===== config.mk =====
export PLATFORM = sky130hd
export DESIGN_NAME = spc_channel
export DESIGN_NICKNAME = d
export VERILOG_FILES = /design/src/spc_pkg.sv /design/src/spc_channel.sv
export SDC_FILE = /design/constraint.sdc
export NUM_CORES = 1
export LEC_CHECK = 0
export ABC_AREA = 0
export BUFFER_PORTS_ARGS = -buffer_cell sky130_fd_sc_hd__buf_4
export CORE_AREA = 2 2 155 157
export DETAILED_ROUTE_END_ITERATION = 7
export DIE_AREA = 0 0 157 159
export PLACE_DENSITY_LB_ADDON = 0.1
export SYNTH_ARGS = -nofsm -noshare
export SYNTH_HDL_FRONTEND = slang
export SYNTH_SLANG_ARGS = --single-unit

===== constraint.sdc =====
create_clock -name clk_sys -period 24.4 [get_ports clk_sys]
set_clock_uncertainty 0.15 [all_clocks]
set_input_delay 4.88 -clock clk_sys [delete_from_list [all_inputs] [get_ports clk_sys]]
set_output_delay 4.88 -clock clk_sys [all_outputs]
set_load 0.1 [all_outputs]

===== src/spc_pkg.sv =====
`default_nettype none
package spc_pkg;
	localparam int ADDR_W = 8;
	localparam int DATA_W = 32;
	// Register byte offsets
	localparam logic [7:0] OFS_MAIN = 8'h00;
	localparam logic [7:0] OFS_PINCTL = 8'h04;
	localparam logic [7:0] OFS_SSLPOL = 8'h08;
	localparam logic [7:0] OFS_DBCTL = 8'h0C;
	localparam logic [7:0] OFS_CTL2 = 8'h10;
	localparam logic [7:0] OFS_CMD0 = 8'h14;
	localparam logic [7:0] OFS_DATA = 8'h18;
	localparam logic [7:0] OFS_IRQ_STAT = 8'h1C;
	localparam logic [7:0] OFS_IRQ_MASK = 8'h20;
	localparam logic [7:0] OFS_PMODE = 8'h24;
	localparam logic [7:0] OFS_PODR = 8'h28;
	localparam logic [7:0] OFS_PDIR = 8'h2C;
	localparam logic [7:0] OFS_POUT = 8'h30;
	localparam logic [7:0] OFS_PIN = 8'h34;
	localparam logic [7:0] OFS_WPROT = 8'h38;
	localparam logic [7:0] OFS_PFS2 = 8'h3C;
	// Field positions
	localparam int MAIN_EN_BIT = 6;
	localparam int LOOP_A_BIT = 0;
	localparam int LOOP_B_BIT = 1;
	localparam int SEL0_POL_BIT = 0;
	localparam int DBC_FC_HI = 1;
	localparam int DBC_RDSEL_BIT = 4;
	localparam int DBC_LW_BIT = 5;
	localparam int CT2_PAR_EN_BIT = 0;
	localparam int CT2_PAR_ODD_BIT = 1;
	localparam int CT2_IDLE_IE_BIT = 2;
	localparam int WPROT_WE_BIT = 6;
	localparam int WPROT_PROT_BIT = 7;
	localparam int PFS_SEL_W = 5;
	localparam int HALF_W = 16;
	// Pin function codes and frame length code
	localparam logic [4:0] PSEL_SERIAL = 5'h0D;
	localparam logic [4:0] PSEL_OUT_DATA = 5'h0E;
	localparam logic [3:0] FRAME_LEN_32 = 4'h2;
	// Port pins 2..5 held as index 0..3
	localparam int PORT_PINS = 4;
	localparam int PORT_BASE = 2;
	localparam int OTYPE_PINS = 4;
	localparam int PIN_OUT_DATA = 0;
	localparam int PIN_IN_DATA = 1;
	localparam int PIN_SEL = 2;
	localparam int PIN_CLK = 3;
	// Reset values
	localparam logic [7:0] RST_BYTE = 8'h00;
	localparam logic [15:0] RST_CMD = 16'h0000;
	localparam logic [7:0] RST_WPROT = 8'h00;
	// Event bits
	localparam int EV_RX = 0;
	localparam int EV_TX = 1;
	localparam int EV_OVR = 2;
	localparam int EV_PAR = 3;
	localparam int EV_IDLE = 4;
	localparam int EV_W = 5;

	typedef struct packed {
		logic [2:0] rsv_hi;
		logic bit_order;
		logic [3:0] frame_length;
		logic [5:0] rsv_lo;
		logic cpol;
		logic cpha;
	} spc_cmd_t;

	typedef struct packed {
		logic out;
		logic oe;
	} spc_drive_t;
endpackage : spc_pkg
`default_nettype wire


===== src/spc_channel.sv =====
// Behaviour
// - Function-enable bit at 0 stops the serial channel entirely.
// - Both loop bits 0 gives normal mode with shift path on pins.
// - Select polarity bit 0 means the select line is active low.
// - Frame count 00b buffers exactly one frame per transfer unit.
// - Read-select bit 0 makes data register reads return the receive buffer.
// - Longword bit 1 makes data register accesses 32 bits wide.
// - Parity enable 0 sends no parity bit and checks none.
// - Idle interrupt enable 0 raises no idle interrupt request.
// - Clock phase 1 changes data on odd edges, samples on even edges.
// - Clock polarity 1 means the serial clock idles high.
// - Frame length 0010b selects 32-bit frames on the link.
// - Bit order 0 shifts each frame most significant bit first.
// - Port mode bit 0 gives general I/O, 1 hands pin to peripheral.
// - Direction bit 1 makes the pin an output, 0 an input.
// - Output type bit 0 makes the pin a push-pull output.
// - Pin-function write enable is writable only while protect bit is 0.
// - Pin function selects are writable only while write enable is 1.
// - Code 01101b routes clock, select, input data; 01110b output data.
`timescale 1ns/10ps
`default_nettype none
module spc_channel
	import spc_pkg::*;
(
	// Clock and reset
	input wire logic clk_sys,
	input wire logic rst,
	// Wishbone slave
	input wire logic wb_cyc_i,
	input wire logic wb_stb_i,
	input wire logic wb_we_i,
	input wire logic [ADDR_W-1:0] wb_adr_i,
	input wire logic [3:0] wb_sel_i,
	input wire logic [DATA_W-1:0] wb_dat_i,
	output logic [DATA_W-1:0] wb_dat_o,
	output logic wb_ack_o,
	// Interrupt
	output logic irq,
	// Port pins 2..5
	input wire logic [PORT_PINS-1:0] pin_in,
	output logic [PORT_PINS-1:0] pin_out,
	output logic [PORT_PINS-1:0] pin_oe
);
	localparam int CNT_W = $clog2(DATA_W + 2);

	function automatic logic [DATA_W-1:0] wmerge(input logic [DATA_W-1:0] old,
		input logic [DATA_W-1:0] d, input logic [3:0] s);
		logic [DATA_W-1:0] r;
		r = old;
		for (int b = 0; b < 4; b++) begin
			if (s[b]) begin
				r[8*b +: 8] = d[8*b +: 8];
			end
		end
		return r;
	endfunction : wmerge

	logic [7:0] serial_main_control;
	logic [7:0] serial_pin_control;
	logic [7:0] select_line_polarity;
	logic [7:0] data_buffer_control;
	logic [7:0] serial_control_two;
	spc_cmd_t transfer_command_zero;
	logic [7:0] port_mode_select;
	logic [7:0] port_output_type;
	logic [7:0] port_direction;
	logic [7:0] port_output_data;
	logic [7:0] pin_function_write_protect;
	logic [PFS_SEL_W-1:0] pin_function_select [PORT_PINS];
	logic [EV_W-1:0] irq_status;
	logic [EV_W-1:0] irq_mask;
	logic [DATA_W-1:0] tx_buf;
	logic [DATA_W-1:0] rx_buf;
	logic tx_full;
	logic rx_full;
	logic ack_q;

	// Bus decode
	wire req = wb_cyc_i & wb_stb_i;
	wire wr = req & wb_we_i & ack_q;
	wire rd_done = req & ~wb_we_i & ack_q;
	wire [ADDR_W-1:0] adr = {wb_adr_i[ADDR_W-1:2], 2'b00};
	wire lane0 = wb_sel_i[0];
	wire hit_main = adr == OFS_MAIN;
	wire hit_pinctl = adr == OFS_PINCTL;
	wire hit_sslpol = adr == OFS_SSLPOL;
	wire hit_dbctl = adr == OFS_DBCTL;
	wire hit_ctl2 = adr == OFS_CTL2;
	wire hit_cmd = adr == OFS_CMD0;
	wire hit_data = adr == OFS_DATA;
	wire hit_stat = adr == OFS_IRQ_STAT;
	wire hit_mask = adr == OFS_IRQ_MASK;
	wire hit_pmode = adr == OFS_PMODE;
	wire hit_podr = adr == OFS_PODR;
	wire hit_pdir = adr == OFS_PDIR;
	wire hit_pout = adr == OFS_POUT;
	wire hit_pin = adr == OFS_PIN;
	wire hit_wprot = adr == OFS_WPROT;

	// Configuration fields
	spc_cmd_t cmd;
	assign cmd = transfer_command_zero;
	wire en = serial_main_control[MAIN_EN_BIT];
	wire loop_a = serial_pin_control[LOOP_A_BIT];
	wire loop_b = serial_pin_control[LOOP_B_BIT];
	wire loop = loop_a | loop_b;
	wire ssl_pol = select_line_polarity[SEL0_POL_BIT];
	wire rd_tx = data_buffer_control[DBC_RDSEL_BIT];
	wire longword = data_buffer_control[DBC_LW_BIT];
	wire par_en = serial_control_two[CT2_PAR_EN_BIT];
	wire par_odd = serial_control_two[CT2_PAR_ODD_BIT];
	wire idle_ie = serial_control_two[CT2_IDLE_IE_BIT];
	wire pfs_we = pin_function_write_protect[WPROT_WE_BIT];
	wire protect = pin_function_write_protect[WPROT_PROT_BIT];

	// Pin input synchronisers, routing and drive
	logic [PORT_PINS-1:0] sync1;
	logic [PORT_PINS-1:0] sync2;
	logic [PORT_PINS-1:0] sync3;
	logic [PORT_PINS-1:0] pin_lvl;
	logic [PORT_PINS-1:0] pin_lvl_d;
	logic [PORT_PINS-1:0] routed;
	logic [PORT_PINS-1:0] hit_pfs;
	logic tx_bit;
	logic act;
	genvar gi;
	generate
		for (gi = 0; gi < PORT_PINS; gi++) begin : g_pin
			localparam logic [4:0] CODE = (gi == PIN_OUT_DATA) ? PSEL_OUT_DATA : PSEL_SERIAL;
			localparam int PB = PORT_BASE + gi;
			wire periph_drv = (gi == PIN_IN_DATA) && act && !loop;
			wire od = (PB < OTYPE_PINS) ? port_output_type[(2*PB) % 8] : 1'b0;
			spc_drive_t drv;
			spc_drive_t next_drv;
			assign routed[gi] = port_mode_select[PB] & (pin_function_select[gi] == CODE);
			assign hit_pfs[gi] = adr == OFS_PFS2 + 8'(4 * gi);
			assign drv.out = routed[gi] ? tx_bit : port_output_data[PB];
			assign drv.oe = routed[gi] ? periph_drv : port_direction[PB];
			assign next_drv.out = od ? 1'b0 : drv.out;
			assign next_drv.oe = od ? (drv.oe & ~drv.out) : drv.oe;
			always_ff @(posedge clk_sys or posedge rst) begin
				if (rst) begin
					sync1[gi] <= 1'b0;
					sync2[gi] <= 1'b0;
					sync3[gi] <= 1'b0;
					pin_lvl[gi] <= 1'b0;
					pin_lvl_d[gi] <= 1'b0;
					pin_out[gi] <= 1'b0;
					pin_oe[gi] <= 1'b0;
				end else begin
					sync1[gi] <= pin_in[gi];
					sync2[gi] <= sync1[gi];
					sync3[gi] <= sync2[gi];
					if (sync2[gi] == sync3[gi]) begin
						pin_lvl[gi] <= sync3[gi];
					end
					pin_lvl_d[gi] <= pin_lvl[gi];
					pin_out[gi] <= next_drv.out;
					pin_oe[gi] <= next_drv.oe;
				end
			end
		end
	endgenerate

	// Serial engine, slave to the link clock and select
	logic act_d;
	logic [DATA_W-1:0] tx_sh;
	logic [DATA_W-1:0] rx_sh;
	logic [CNT_W-1:0] samp_cnt;
	logic tx_par;
	logic rx_par;
	assign act = en & routed[PIN_SEL] & (pin_lvl[PIN_SEL] == ssl_pol);
	wire clk_prev = pin_lvl_d[PIN_CLK];
	wire clk_chg = routed[PIN_CLK] & (pin_lvl[PIN_CLK] != clk_prev);
	wire lead = act & clk_chg & (clk_prev == cmd.cpol);
	wire trail = act & clk_chg & (clk_prev != cmd.cpol);
	wire do_chg = cmd.cpha ? lead : trail;
	wire do_samp = cmd.cpha ? trail : lead;
	wire start = act & ~act_d;
	wire sel_end = act_d & ~act;
	wire [CNT_W-1:0] data_bits = CNT_W'(DATA_W);
	wire [CNT_W-1:0] total = data_bits + CNT_W'(par_en);
	wire [CNT_W-1:0] next_cnt = samp_cnt + CNT_W'(1);
	wire in_data = samp_cnt < data_bits;
	wire samp_last = do_samp & (next_cnt == total);
	wire load = start | samp_last;
	wire do_shift = do_chg & (samp_cnt != '0) & (samp_cnt <= data_bits);
	wire data_out = cmd.bit_order ? tx_sh[0] : tx_sh[DATA_W-1];
	assign tx_bit = (samp_cnt < data_bits) || (samp_cnt == data_bits && !do_shift && !par_en)
		? data_out : (tx_par ^ par_odd);
	wire rx_bit = loop ? (tx_bit ^ loop_a) : pin_lvl[PIN_OUT_DATA];
	wire [DATA_W-1:0] rx_shifted = cmd.bit_order ? {rx_bit, rx_sh[DATA_W-1:1]}
		: {rx_sh[DATA_W-2:0], rx_bit};
	wire [DATA_W-1:0] tx_shifted = cmd.bit_order ? {1'b0, tx_sh[DATA_W-1:1]}
		: {tx_sh[DATA_W-2:0], 1'b0};
	wire [DATA_W-1:0] rx_word = in_data ? rx_shifted : rx_sh;
	wire par_bad = do_samp & par_en & ~in_data & (rx_bit != (rx_par ^ par_odd));

	always_ff @(posedge clk_sys or posedge rst) begin
		if (rst) begin
			act_d <= 1'b0;
			tx_sh <= '0;
			rx_sh <= '0;
			samp_cnt <= '0;
			tx_par <= 1'b0;
			rx_par <= 1'b0;
		end else begin
			act_d <= act;
			if (!act) begin
				samp_cnt <= '0;
			end else if (load) begin
				tx_sh <= tx_buf;
				tx_par <= 1'b0;
				rx_par <= 1'b0;
				samp_cnt <= '0;
			end else begin
				if (do_samp) begin
					samp_cnt <= next_cnt;
					if (in_data) begin
						rx_sh <= rx_shifted;
						rx_par <= rx_par ^ rx_bit;
					end
				end
				if (do_shift) begin
					tx_sh <= tx_shifted;
					tx_par <= tx_par ^ data_out;
				end
			end
		end
	end

	// Single-frame buffers and events
	wire [DATA_W-1:0] data_wmask = longword ? '1 : {{HALF_W{1'b0}}, {HALF_W{1'b1}}};
	wire wr_data = wr & hit_data;
	wire rd_rx = rd_done & hit_data & ~rd_tx;
	wire [EV_W-1:0] ev;
	assign ev[EV_RX] = samp_last;
	assign ev[EV_TX] = load & tx_full;
	assign ev[EV_OVR] = samp_last & rx_full;
	assign ev[EV_PAR] = par_bad;
	assign ev[EV_IDLE] = sel_end & idle_ie;
	wire [EV_W-1:0] clr = (wr & hit_stat & lane0) ? wb_dat_i[EV_W-1:0] : '0;

	always_ff @(posedge clk_sys or posedge rst) begin
		if (rst) begin
			tx_buf <= '0;
			rx_buf <= '0;
			tx_full <= 1'b0;
			rx_full <= 1'b0;
			irq_status <= '0;
		end else begin
			if (wr_data) begin
				tx_buf <= wmerge(tx_buf, wb_dat_i, wb_sel_i) & data_wmask;
			end
			tx_full <= wr_data | (tx_full & ~(act & load));
			if (samp_last) begin
				rx_buf <= rx_word;
			end
			rx_full <= samp_last | (rx_full & ~rd_rx);
			irq_status <= (irq_status & ~clr) | ev;
		end
	end
	assign irq = |(irq_status & irq_mask);

	// Register writes
	wire [DATA_W-1:0] cmd_w = wmerge({16'h0000, transfer_command_zero}, wb_dat_i,
		{2'b00, wb_sel_i[1:0]});
	wire wr8 = wr & lane0;
	always_ff @(posedge clk_sys or posedge rst) begin
		if (rst) begin
			serial_main_control <= RST_BYTE;
			serial_pin_control <= RST_BYTE;
			select_line_polarity <= RST_BYTE;
			data_buffer_control <= RST_BYTE;
			serial_control_two <= RST_BYTE;
			transfer_command_zero <= spc_cmd_t'(RST_CMD);
			port_mode_select <= RST_BYTE;
			port_output_type <= RST_BYTE;
			port_direction <= RST_BYTE;
			port_output_data <= RST_BYTE;
			irq_mask <= '0;
		end else begin
			if (wr8 && hit_main) serial_main_control <= wb_dat_i[7:0];
			if (wr8 && hit_pinctl) serial_pin_control <= wb_dat_i[7:0];
			if (wr8 && hit_sslpol) select_line_polarity <= wb_dat_i[7:0];
			if (wr8 && hit_dbctl) data_buffer_control <= wb_dat_i[7:0];
			if (wr8 && hit_ctl2) serial_control_two <= wb_dat_i[7:0];
			if (wr && hit_cmd) transfer_command_zero <= spc_cmd_t'(cmd_w[15:0]);
			if (wr8 && hit_pmode) port_mode_select <= wb_dat_i[7:0];
			if (wr8 && hit_podr) port_output_type <= wb_dat_i[7:0];
			if (wr8 && hit_pdir) port_direction <= wb_dat_i[7:0];
			if (wr8 && hit_pout) port_output_data <= wb_dat_i[7:0];
			if (wr8 && hit_mask) irq_mask <= wb_dat_i[EV_W-1:0];
		end
	end

	// Write protect for the pin function selects
	wire [7:0] wprot_w = {wb_dat_i[WPROT_PROT_BIT],
		protect ? pfs_we : wb_dat_i[WPROT_WE_BIT], 6'b000000};
	always_ff @(posedge clk_sys or posedge rst) begin
		if (rst) begin
			pin_function_write_protect <= RST_WPROT;
		end else if (wr8 && hit_wprot) begin
			pin_function_write_protect <= wprot_w;
		end
	end

	generate
		for (gi = 0; gi < PORT_PINS; gi++) begin : g_pfs
			always_ff @(posedge clk_sys or posedge rst) begin
				if (rst) begin
					pin_function_select[gi] <= '0;
				end else if (wr8 && hit_pfs[gi] && pfs_we) begin
					pin_function_select[gi] <= wb_dat_i[PFS_SEL_W-1:0];
				end
			end
		end
	endgenerate

	// Read selection
	wire [DATA_W-1:0] data_rd = (rd_tx ? tx_buf : rx_buf) & data_wmask;
	wire [PORT_PINS-1:0] pfs_any = hit_pfs;
	wire [PFS_SEL_W-1:0] pfs_rd = ({PFS_SEL_W{pfs_any[0]}} & pin_function_select[0])
		| ({PFS_SEL_W{pfs_any[1]}} & pin_function_select[1])
		| ({PFS_SEL_W{pfs_any[2]}} & pin_function_select[2])
		| ({PFS_SEL_W{pfs_any[3]}} & pin_function_select[3]);
	wire [7:0] port_in = {2'b00, pin_lvl, 2'b00};
	wire [7:0] rd8 = ({8{hit_main}} & serial_main_control)
		| ({8{hit_pinctl}} & serial_pin_control)
		| ({8{hit_sslpol}} & select_line_polarity)
		| ({8{hit_dbctl}} & data_buffer_control)
		| ({8{hit_ctl2}} & serial_control_two)
		| ({8{hit_stat}} & {3'b000, irq_status})
		| ({8{hit_mask}} & {3'b000, irq_mask})
		| ({8{hit_pmode}} & port_mode_select)
		| ({8{hit_podr}} & port_output_type)
		| ({8{hit_pdir}} & port_direction)
		| ({8{hit_pout}} & port_output_data)
		| ({8{hit_pin}} & port_in)
		| ({8{hit_wprot}} & pin_function_write_protect)
		| ({8{|pfs_any}} & {3'b000, pfs_rd});
	wire [DATA_W-1:0] rdata = ({DATA_W{hit_data}} & data_rd)
		| ({DATA_W{hit_cmd}} & {16'h0000, transfer_command_zero})
		| {24'h000000, rd8};

	always_ff @(posedge clk_sys or posedge rst) begin
		if (rst) begin
			ack_q <= 1'b0;
			wb_dat_o <= '0;
		end else begin
			ack_q <= req & ~ack_q;
			if (req && !ack_q) begin
				wb_dat_o <= rdata;
			end
		end
	end
	assign wb_ack_o = ack_q;
endmodule : spc_channel
`default_nettype wire


==> flow_summary.toml, run 1 <==
[outcome]
status = "completed"

[power_and_ir_drop]
p_per_area_nw_per_um2 = 64.5
power_mw = 1.09
p_comb_frac = 0.050
ir_drop_mv = 0.0545
p_sw_mw = 0.256
p_leak_nw = 7.91
p_sw_frac = 0.234
seq_power_share = 0.490
pwr-share-clk = 0.460
p_int_mw = 0.838

[floorplan]
std_cell_rows = 56
ios = 95
die-area_sq_um = 25000
initial_core_util = 0.645
die_h_um = 159
core_sq_um = 23200
dieWidth_um = 157

[synth]
syn_nets = 1279
synth_enable_flop_cells = 0
yosysUniqueCellTypes = 72
ys_seq_elements = 317
ys_warn_count = 0
yosysSeqAreaShare = 0.530
ys_top_cells_by_area = "dfrtp_1 53%, mux2_2 22%, mux2i_1 4.5%"
synthArstFlopShare = 1.00
syn_area_per_cell_sq_um = 12.2
synth_area_sq_um = 15000
synth_cells = 1224
synth_ff_type = "dfrtp_1"
yosysTopAreaCellShare = 0.530
yosysTopAreaCell = "dfrtp_1"

[cts]
clk_path_buf_depth = 3
cts-root-buf = "clkbuf_16"
cts_tree = "yes"
cts_resized = 0
hold_buffers = 0
clk_pin_slew_ns = 0.06
clock_latency_ns = 0.53
numCtsBuffers = 35
cts_sinks = 317
post_cts_buffers = 0
cts_htree_levels = 2

[worst_hold_path]
hold-path-endpoint = "sync2[2]"
min_path_type = "reg -> reg"
holdPathStages = 0
min_from = "sync1[2]"

[layout]
fin_nets = 1352
insertedDiodeCount = 0
final_cells = 1639
drive_gt1_frac = 0.356
utilization = 0.732
area_growth_pct = 13.5

[routing]
drc_errors = 0
via_count = 10200
drt_first_pass_iters = 6
routedWlPerCell_um = 21.1
wl_mm = 34.7
drtAntennaViolNets = 0
dr.first_iter.drc_count = 722
vias_per_cell = 6.20

[global_route]
grt_pass1_vias = 10300
grt-ovfl-total = 0
grtUsageTotal = 0.283
grt_max_degree = 167
grt_first_pass_wirelength_mm = 55.7
antenna_found_initial = 0

[worst_setup_path]
worst_ep_arrival_time_ns = 7.40
crit_path_cell_trace = "buf_4 > nand2_1 > or2_2 > inv_1 > nand3_1 > o21ai_0"
r2r_setup_slack_ns = 20.77
critPathMaxStageDelay_ns = 0.70
cpMaxStageDelayCell = "nand3_1"
regToRegEndpoint = "rx_buf[7]"
cp-start-kind = "primary input"
path_class = "in -> reg"
worstPathMaxFanout = 35
reg2reg_from = "pin_function_select[6]"
required_ns = 24.66
r2r_cells = 6
worst_setup_path_end_kind = "register"

[job]
cap_violations = 0

[place]
port_buffers = 92
dpl.hpwl_mm = 22.7
gp_congestion = 0.872
dp_cells = 1579

[timing]
layout_worst_path_cycle_share = 0.293
rsz0062_at_grt = "no"
setup_tns_ns = 0
finalHoldViolCount = 0
min_period_ns = 7.14
finalMaxSlewViolations = 0
setup_viol = 0
fmax_ghz = 0.140
worst_pin_slew_ns = 1.20
slew-limit-headroom = 0.197
-- critical path, delay by kind of cell --
kind	cells	cell delay, ns
and+or+nand+nor	3	1.33
buffers and inverters	2	0.74
AOI/OAI and AO/OA	1	0.42
-- sequential cells by signal, indices dropped and copies added (netlist names), 16 cells and up --
name / cells
tx_buf: 32
tx_sh: 32
rx_buf: 32
wb_dat_o: 32
rx_sh: 32
pin_function_select: 20
cmd: 16
-- layout make-up --
| class | instances | area (sq um) |
|---|---|---|
| flip-flops and latches | 317 | 7940 |
| well taps | 319 | 399 |
| clock inverters | 11 | 76.3 |
| fillers | 1595 | 6210 |
| inverters | 8 | 37.5 |
| repair buffers | 102 | 778 |
| multi-input cells | 833 | 6730 |
| clock buffers | 49 | 1020 |
-- power groups by stage --
stage               Clock [mW]  Sequential, mW  Combinational (mW)
finish                   0.504           0.536              0.0552
floorplan                    0           0.559              0.0212
CTS                      0.511           0.536              0.0559
global placement             0           0.545              0.0554
global route             0.533           0.536              0.0594
detailed placement           0           0.545              0.0558
-- cells in the mapped netlist, drive strengths merged (5+ instances only) --
| library cell | instances |
|---|---|
| nor3 | 13 |
| mux2 | 291 |
| nand4 | 11 |
| clkbuf | 38 |
| and3 | 7 |
| xnor2 | 6 |
| nor4 | 8 |
| a31oi | 6 |
| a222oi | 8 |
| or4b | 5 |
| nand3 | 30 |
| dfrtp | 317 |
| inv | 8 |
| a21oi | 36 |
| buf | 28 |
| a22o | 6 |
| mux2i | 67 |
| nor2b | 6 |
| o21ai | 64 |
| a22oi | 26 |
| nand2 | 120 |
| a221oi | 7 |
| nor2 | 47 |
| nand2b | 6 |
-- worst max-delay path by stage --
stage	to	slack [ns]	start
final	wb_dat_o[22]	17.26	wb_cyc_i
after global routing	wb_dat_o[31]	17.13	wb_cyc_i
after CTS	wb_dat_o[31]	17.30	wb_cyc_i
after detailed placement	tx_buf[22]	16.77	wb_adr_i[5]
after global placement	tx_buf[30]	16.82	wb_adr_i[5]
after floorplan	act_d	10.60	rst
-- placed cells by master (no fill, tap or decap), types with 3 or more instances in the layout --
cell type / synthesis / final
dfrtp_1: 317 / 314
mux2_2: 288 / 288
nand2_1: 120 / 120
buf_4: 0 / 101
mux2i_1: 67 / 67
o21ai_0: 62 / 62
nor2_1: 42 / 42
a21oi_1: 36 / 36
clkbuf_16: 0 / 36
nand3_1: 30 / 30
a22oi_1: 26 / 26
nand4_1: 11 / 11
nor3_1: 8 / 8
a222oi_1: 8 / 8
inv_1: 8 / 7
nor4_1: 7 / 7
and3_1: 7 / 7
a221oi_1: 7 / 7
clkinv_2: 0 / 7
clkbuf_8: 0 / 7
nor2b_1: 6 / 6
xnor2_1: 6 / 6
nand2b_1: 6 / 6
a22o_1: 6 / 6
a31oi_1: 6 / 6
clkbuf_1: 38 / 6
nor3_2: 4 / 4
and2_1: 4 / 4
a21o_1: 4 / 4
or4b_1: 4 / 4
maj3_1: 4 / 4
nor2_4: 3 / 3
xor2_1: 3 / 3
mux2_1: 3 / 3
or2_2: 3 / 3
dfrtp_2: 0 / 3
-- stage by stage --
step	setup WS, ns	instance area (sq um)	hold slack [ns]
3_5_place_dp	16.77	15900	0.190
4_1_cts	17.30	17000	0.208
2_1_floorplan	10.60	15000	0.181
6_report	17.26	17000	0.204
5_1_grt	17.13	17000	0.210
3_3_place_gp	16.82	15900	0.182
-- layer usage --
metal	vias to the layer above	global-route usage	part of all wire
met1	5147	0.397	0.44
met3	56	0.0365	0.053
met4	0	0.0888	0.021
met2	316	0.462	0.49
li1	4645	-	-
met5	-	0	0
-- cells by family after synthesis --
group	after synthesis	synth area share
AO/OA/AOI/OAI	186	0.0827
adder cells (fa/ha/maj)	6	0.00435
AND/OR/NAND/NOR	273	0.0910
XOR/XNOR	10	0.00686
buffers and inverters	74	0.0210
flip-flops	317	0.530
multiplexers	358	0.264
Note: power is estimated with default switching activity, not from simulation.
==> run 2: changes to the inputs <==
--- a/config.mk
+++ b/config.mk
@@ -7,9 +7,9 @@
 export LEC_CHECK = 0
 export ABC_AREA = 0
 export BUFFER_PORTS_ARGS = -buffer_cell sky130_fd_sc_hd__buf_4
-export CORE_AREA = 2 2 155 157
+export CORE_AREA = 2 2 160 162
 export DETAILED_ROUTE_END_ITERATION = 7
-export DIE_AREA = 0 0 157 159
+export DIE_AREA = 0 0 162 164
 export PLACE_DENSITY_LB_ADDON = 0.1
 export SYNTH_ARGS = -nofsm -noshare
 export SYNTH_HDL_FRONTEND = slang
==> constraint.sdc (replaced) <==
create_clock -name clk_sys -period 6.6 [get_ports clk_sys]
set_clock_uncertainty 0.15 [all_clocks]
set_input_delay 1.32 -clock clk_sys [delete_from_list [all_inputs] [get_ports clk_sys]]
set_output_delay 1.32 -clock clk_sys [all_outputs]
set_load 0.1 [all_outputs]
==> run 2 against run 1 <==
Net effect: first-iteration DRC count increased by 17%; sequential power increased to 3.7 times the previous value; critical path depth decreased by 1; setup slack got worse by 14 ns; count of clock-buffer cells in the layout increased by 2; wire length increased by 0.17%; clock power increased to 3.8 times the previous value; sequential share of layout area decreased by 0.22 points; largest cell class unchanged; largest power group unchanged; highest routed layer unchanged.
==> flow_summary.toml, run 2 (synthesized netlist as in run 1, its figures left out) <==
[cts]
cts_htree_levels = 2
cts_resized = 0
cts_tree = "yes"
post_cts_buffers = 0
cts-root-buf = "clkbuf_16"
clk_pin_slew_ns = 0.06
cts_sinks = 317
clk_path_buf_depth = 3
clock_latency_ns = 0.51
numCtsBuffers = 34
hold_buffers = 0

[layout]
insertedDiodeCount = 0
final_common_cell = "dfrtp_1"
fillers = 1862
fin_nets = 1357
final_cell_mix = "314 x dfrtp_1, 288 x mux2_2, 120 x nand2_1"
area_growth_pct = 14.0
drive_gt1_frac = 0.358

[worst_setup_path]
r2r_cells = 6
worstPathMaxFanout = 16
path_class = "in -> reg"
critPathMaxStageDelay_ns = 1.02
r2r_setup_slack_ns = 3.06
worst_setup_path_end_kind = "register"
reg2reg_from = "pin_lvl[2]"
cp-start-kind = "primary input"
worst_ep_arrival_time_ns = 3.77
cp.depth = 5
regToRegEndpoint = "rx_buf[8]"
crit_path_cell_trace = "buf_4 > or4b_1 > or2_2 > nor3_2 > a21oi_1"
cp.buffers_inverters = 1
crit_family = "simple AND/OR/NAND/NOR gates"
required_ns = 6.77
cpMaxStageDelayCell = "nor3_2"

[global_route]
grtUsageTotal = 0.268
grt_use_met3 = 0.0419
use_met2 = 0.435
grt_pass1_vias = 10300
use_met1 = 0.369
grt_first_pass_wirelength_mm = 56.1
gr-max-usage-layer = "met2"
grt-ovfl-total = 0
grt_max_degree = 121
antenna_found_initial = 0

[power_and_ir_drop]
p_sw_mw = 0.926
pwr-share-clk = 0.464
p_int_mw = 3.16
p_sw_frac = 0.227
p_per_area_nw_per_um2 = 239
power_mw = 4.08
p_leak_nw = 7.95
ir_drop_mv = 0.209
p_comb_frac = 0.051
seq_power_share = 0.485

[timing]
min_period_ns = 3.60
finalHoldViolCount = 0
finalMaxSlewViolations = 0
setup_viol = 0
worst_pin_slew_ns = 1.19
rsz0062_at_grt = "no"
slew-limit-headroom = 0.199
layout_worst_path_cycle_share = 0.545
fmax_ghz = 0.278
setup_tns_ns = 0

[floorplan]
initial_core_util = 0.603
die-area_sq_um = 26600
core_sq_um = 24800
die_h_um = 164
dieWidth_um = 162
ios = 95
std_cell_rows = 58

[place]
gp_congestion = 0.883
dpl.hpwl_mm = 22.9
port_buffers = 92

[worst_hold_path]
holdPathStages = 0
hold-path-endpoint = "sync2[0]"
min_path_type = "reg -> reg"
min_from = "sync1[0]"

[routing]
via_count = 10200
drc_errors = 0
vias_per_cell = 6.18
drt_first_pass_iters = 5
dr.first_iter.drc_count = 847
wl_mm = 34.7
routedWlPerCell_um = 21.0
drtAntennaViolNets = 0

[job]
cap_violations = 0

[outcome]
status = "completed"
[run 2: changes by cell type in the layout (fill, tap and decap cells not counted)]
cell and delta:
buf_4 +6, clkinv_2 -2, bufinv_16 +1, clkbuf_1 +1
clkbuf_16 +1, clkinv_8 -1, inv_8 -1
[run 2: worst max-delay path by stage]
stage,from,end,slack [ns]
floorplan,rst,act_d,0.91
global placement,wb_adr_i[5],tx_buf[30],2.58
detailed placement,wb_adr_i[5],tx_buf[18],2.49
CTS,wb_adr_i[5],tx_buf[18],3.02
global route,pin_function_select[6],rx_buf[5],2.86
finish,wb_adr_i[5],tx_buf[30],3.00
[run 2: power groups by stage]
stage / Sequential [mW] / Combinational (mW) / Clock [mW]
after global routing: 1.98 / 0.226 / 2.01
after floorplan: 2.07 / 0.0788 / 0
after CTS: 1.98 / 0.211 / 1.93
final: 1.98 / 0.208 / 1.90
after global placement: 2.01 / 0.209 / 0
after detailed placement: 2.02 / 0.210 / 0
[run 2: area by class of cell]
type                    instances  area [sq um]  share of cell area
repair buffers                108           823              0.0483
clock buffers                  51          1050              0.0615
inverters                       8          33.8             0.00198
well taps                     330           413              0.0242
multi-input cells             833          6730               0.395
clock inverters                 8          72.6             0.00425
flip-flops and latches        317          7940               0.465
[run 2: metal layers]
metal | part of all wire | vias up
li1 | - | 4652
met1 | 0.43 | 5202
met2 | 0.48 | 296
met3 | 0.053 | 84
met4 | 0.036 | 0
met5 | 0 | -
[run 2: through the flow]
stage          area (sq um)  utilization  setup slack, ns  std cells  hold slack, ns
6_report              17100        0.687             3.00       1655           0.198
5_1_grt               17100        0.687             2.86       1655           0.214
4_1_cts               17100        0.687             3.02       1655           0.200
3_5_place_dp          15900        0.642             2.49       1596           0.186
3_3_place_gp          15900        0.642             2.58       1596           0.183
2_1_floorplan         15000            -            0.905       1224           0.181
==> run 3: changes to the inputs <==
--- a/config.mk
+++ b/config.mk
@@ -7,9 +7,9 @@
 export LEC_CHECK = 0
 export ABC_AREA = 0
 export BUFFER_PORTS_ARGS = -buffer_cell sky130_fd_sc_hd__buf_4
-export CORE_AREA = 2 2 160 162
+export CORE_AREA = 2 2 168 170
 export DETAILED_ROUTE_END_ITERATION = 7
-export DIE_AREA = 0 0 162 164
+export DIE_AREA = 0 0 170 172
 export PLACE_DENSITY_LB_ADDON = 0.1
 export SYNTH_ARGS = -nofsm -noshare
 export SYNTH_HDL_FRONTEND = slang
==> constraint.sdc (replaced) <==
create_clock -name clk_sys -period 3.27 [get_ports clk_sys]
set_clock_uncertainty 0.15 [all_clocks]
set_input_delay 0.654 -clock clk_sys [delete_from_list [all_inputs] [get_ports clk_sys]]
set_output_delay 0.654 -clock clk_sys [all_outputs]
set_load 0.1 [all_outputs]
==> run 3 against run 2 <==
Net effect: count of clock-buffer cells in the layout grew 3; combinational power increased by 110%; power increased by 100%; via count up 1.0%; highest routed layer unchanged; largest cell class unchanged; cell area increased by 2.1%; setup slack got worse by 2.5 ns; clock power is 110% higher; critical endpoint is now tx_sh[8]; wire length is 3.6% higher; sequential share of layout area fell by 0.94 points; die area up 10%; cell count is 2.8% higher.
==> flow_summary.toml, run 3 (synthesized netlist as in run 1, its figures left out) <==
[cts]
cts_htree_levels = 2
hold_buffers = 0
post_cts_buffers = 0
cts_sinks = 317
clk_pin_slew_ns = 0.06
cts_resized = 0
numCtsBuffers = 35
clock_latency_ns = 0.51
clk_path_buf_depth = 3
cts-root-buf = "clkbuf_16"
cts_tree = "yes"

[worst_setup_path]
cp.buffers_inverters = 3
worstPathMaxFanout = 34
crit_family = "buffers and inverters"
cpMaxStageDelayCell = "dfrtp_1"
worst_setup_path_end_kind = "register"
worst_ep_arrival_time_ns = 3.00
r2r_cells = 8
cp-start-kind = "register"
path_class = "reg -> reg"
required_ns = 3.50
cp.depth = 8
critPathMaxStageDelay_ns = 0.41
crit_path_cell_trace = "xnor2_1 > nand4_1 > inv_1 > nand3_1 > buf_4 > o211ai_4 > buf_12 > mux2_2"

[routing]
drt_first_pass_iters = 5
via_count = 10300
vias_per_cell = 6.07
wl_mm = 36.0
routedWlPerCell_um = 21.1
drtAntennaViolNets = 0
dr.first_iter.drc_count = 667
drc_errors = 0

[timing]
whs_ns = 0.0804
layout_worst_path_cycle_share = 0.846
fmax_ghz = 0.362
finalHoldViolCount = 0
min_period_ns = 2.77
slew-limit-headroom = 0.387
rsz0062_at_grt = "no"
finalMaxSlewViolations = 0
setup_viol = 0
worst_pin_slew_ns = 0.906

[floorplan]
core_sq_um = 27500
initial_core_util = 0.544
die_h_um = 172
die-area_sq_um = 29200
dieWidth_um = 170
ios = 95
std_cell_rows = 61

[power_and_ir_drop]
ir_drop_mv = 0.395
power_mw = 8.33
p_per_area_nw_per_um2 = 478
p_leak_nw = 8.13

[layout]
area_growth_pct = 16.4
drive_gt1_frac = 0.368
final_cell_mix = "314 x dfrtp_1, 288 x mux2_2, 132 x buf_4"
insertedDiodeCount = 0
final_common_cell = "dfrtp_1"
fin_nets = 1390
design_area_sq_um = 17400

[job]
cap_violations = 0

[place]
dpl-instance-area_sq_um = 16300
dpl.hpwl_mm = 24.7
port_buffers = 92
gp_congestion = 0.967

[global_route]
antenna_found_initial = 0
grtUsageTotal = 0.251
grt_first_pass_wirelength_mm = 57.1
grt_pass1_vias = 10300
grt-ovfl-total = 0
grt_max_degree = 83

[worst_hold_path]
min_path_type = "in -> async"

[outcome]
status = "completed"
## run 3: path summary, 6_finish.rpt
check                            from      endpoint  slack [ns]
setup / recovery           pin_lvl[2]      tx_sh[8]        0.50
hold / removal                    rst  wb_dat_o[30]        0.08
setup reg to reg           pin_lvl[2]      tx_sh[8]        0.50
hold reg to reg              sync1[3]      sync2[3]        0.20
max in group asynchronous         rst    pin_out[3]        1.97
min in group clk_sys        pin_in[2]      sync1[2]        0.10
## run 3: power breakdown
part           total, mW  internal (mW)  switching (mW)
registers           4.00           3.96          0.0307
logic              0.436          0.121           0.315
clock network       3.90           2.39            1.51
## run 3: per-stage QoR
stage / utilization / cells / setup TNS, ns / worst slack [ns]
2_1_floorplan: - / 1224 / -557.55 / -1.76
3_3_place_gp: 0.593 / 1644 / 0 / 0.326
3_5_place_dp: 0.593 / 1644 / 0 / 0.280
4_1_cts: 0.634 / 1702 / 0 / 0.521
5_1_grt: 0.634 / 1702 / 0 / 0.353
6_report: 0.634 / 1702 / 0 / 0.505
## run 3: metal layers
metal	vias up	wire, um	track usage
met5	-	0	0
met4	0	812	0.0710
met3	57	1790	0.0362
met2	249	17100	0.410
met1	5319	16200	0.352
li1	4714	-	-
## run 3: final cells by class
class                      count  area (sq um)
timing repair buffer         140          1150
fill                        2222         10100
clock inverter                 4          95.1
clock buffer                  54          1030
inverter                       8          33.8
sequential                   317          7940
tap                          346           433
multi-input combinational    833          6730
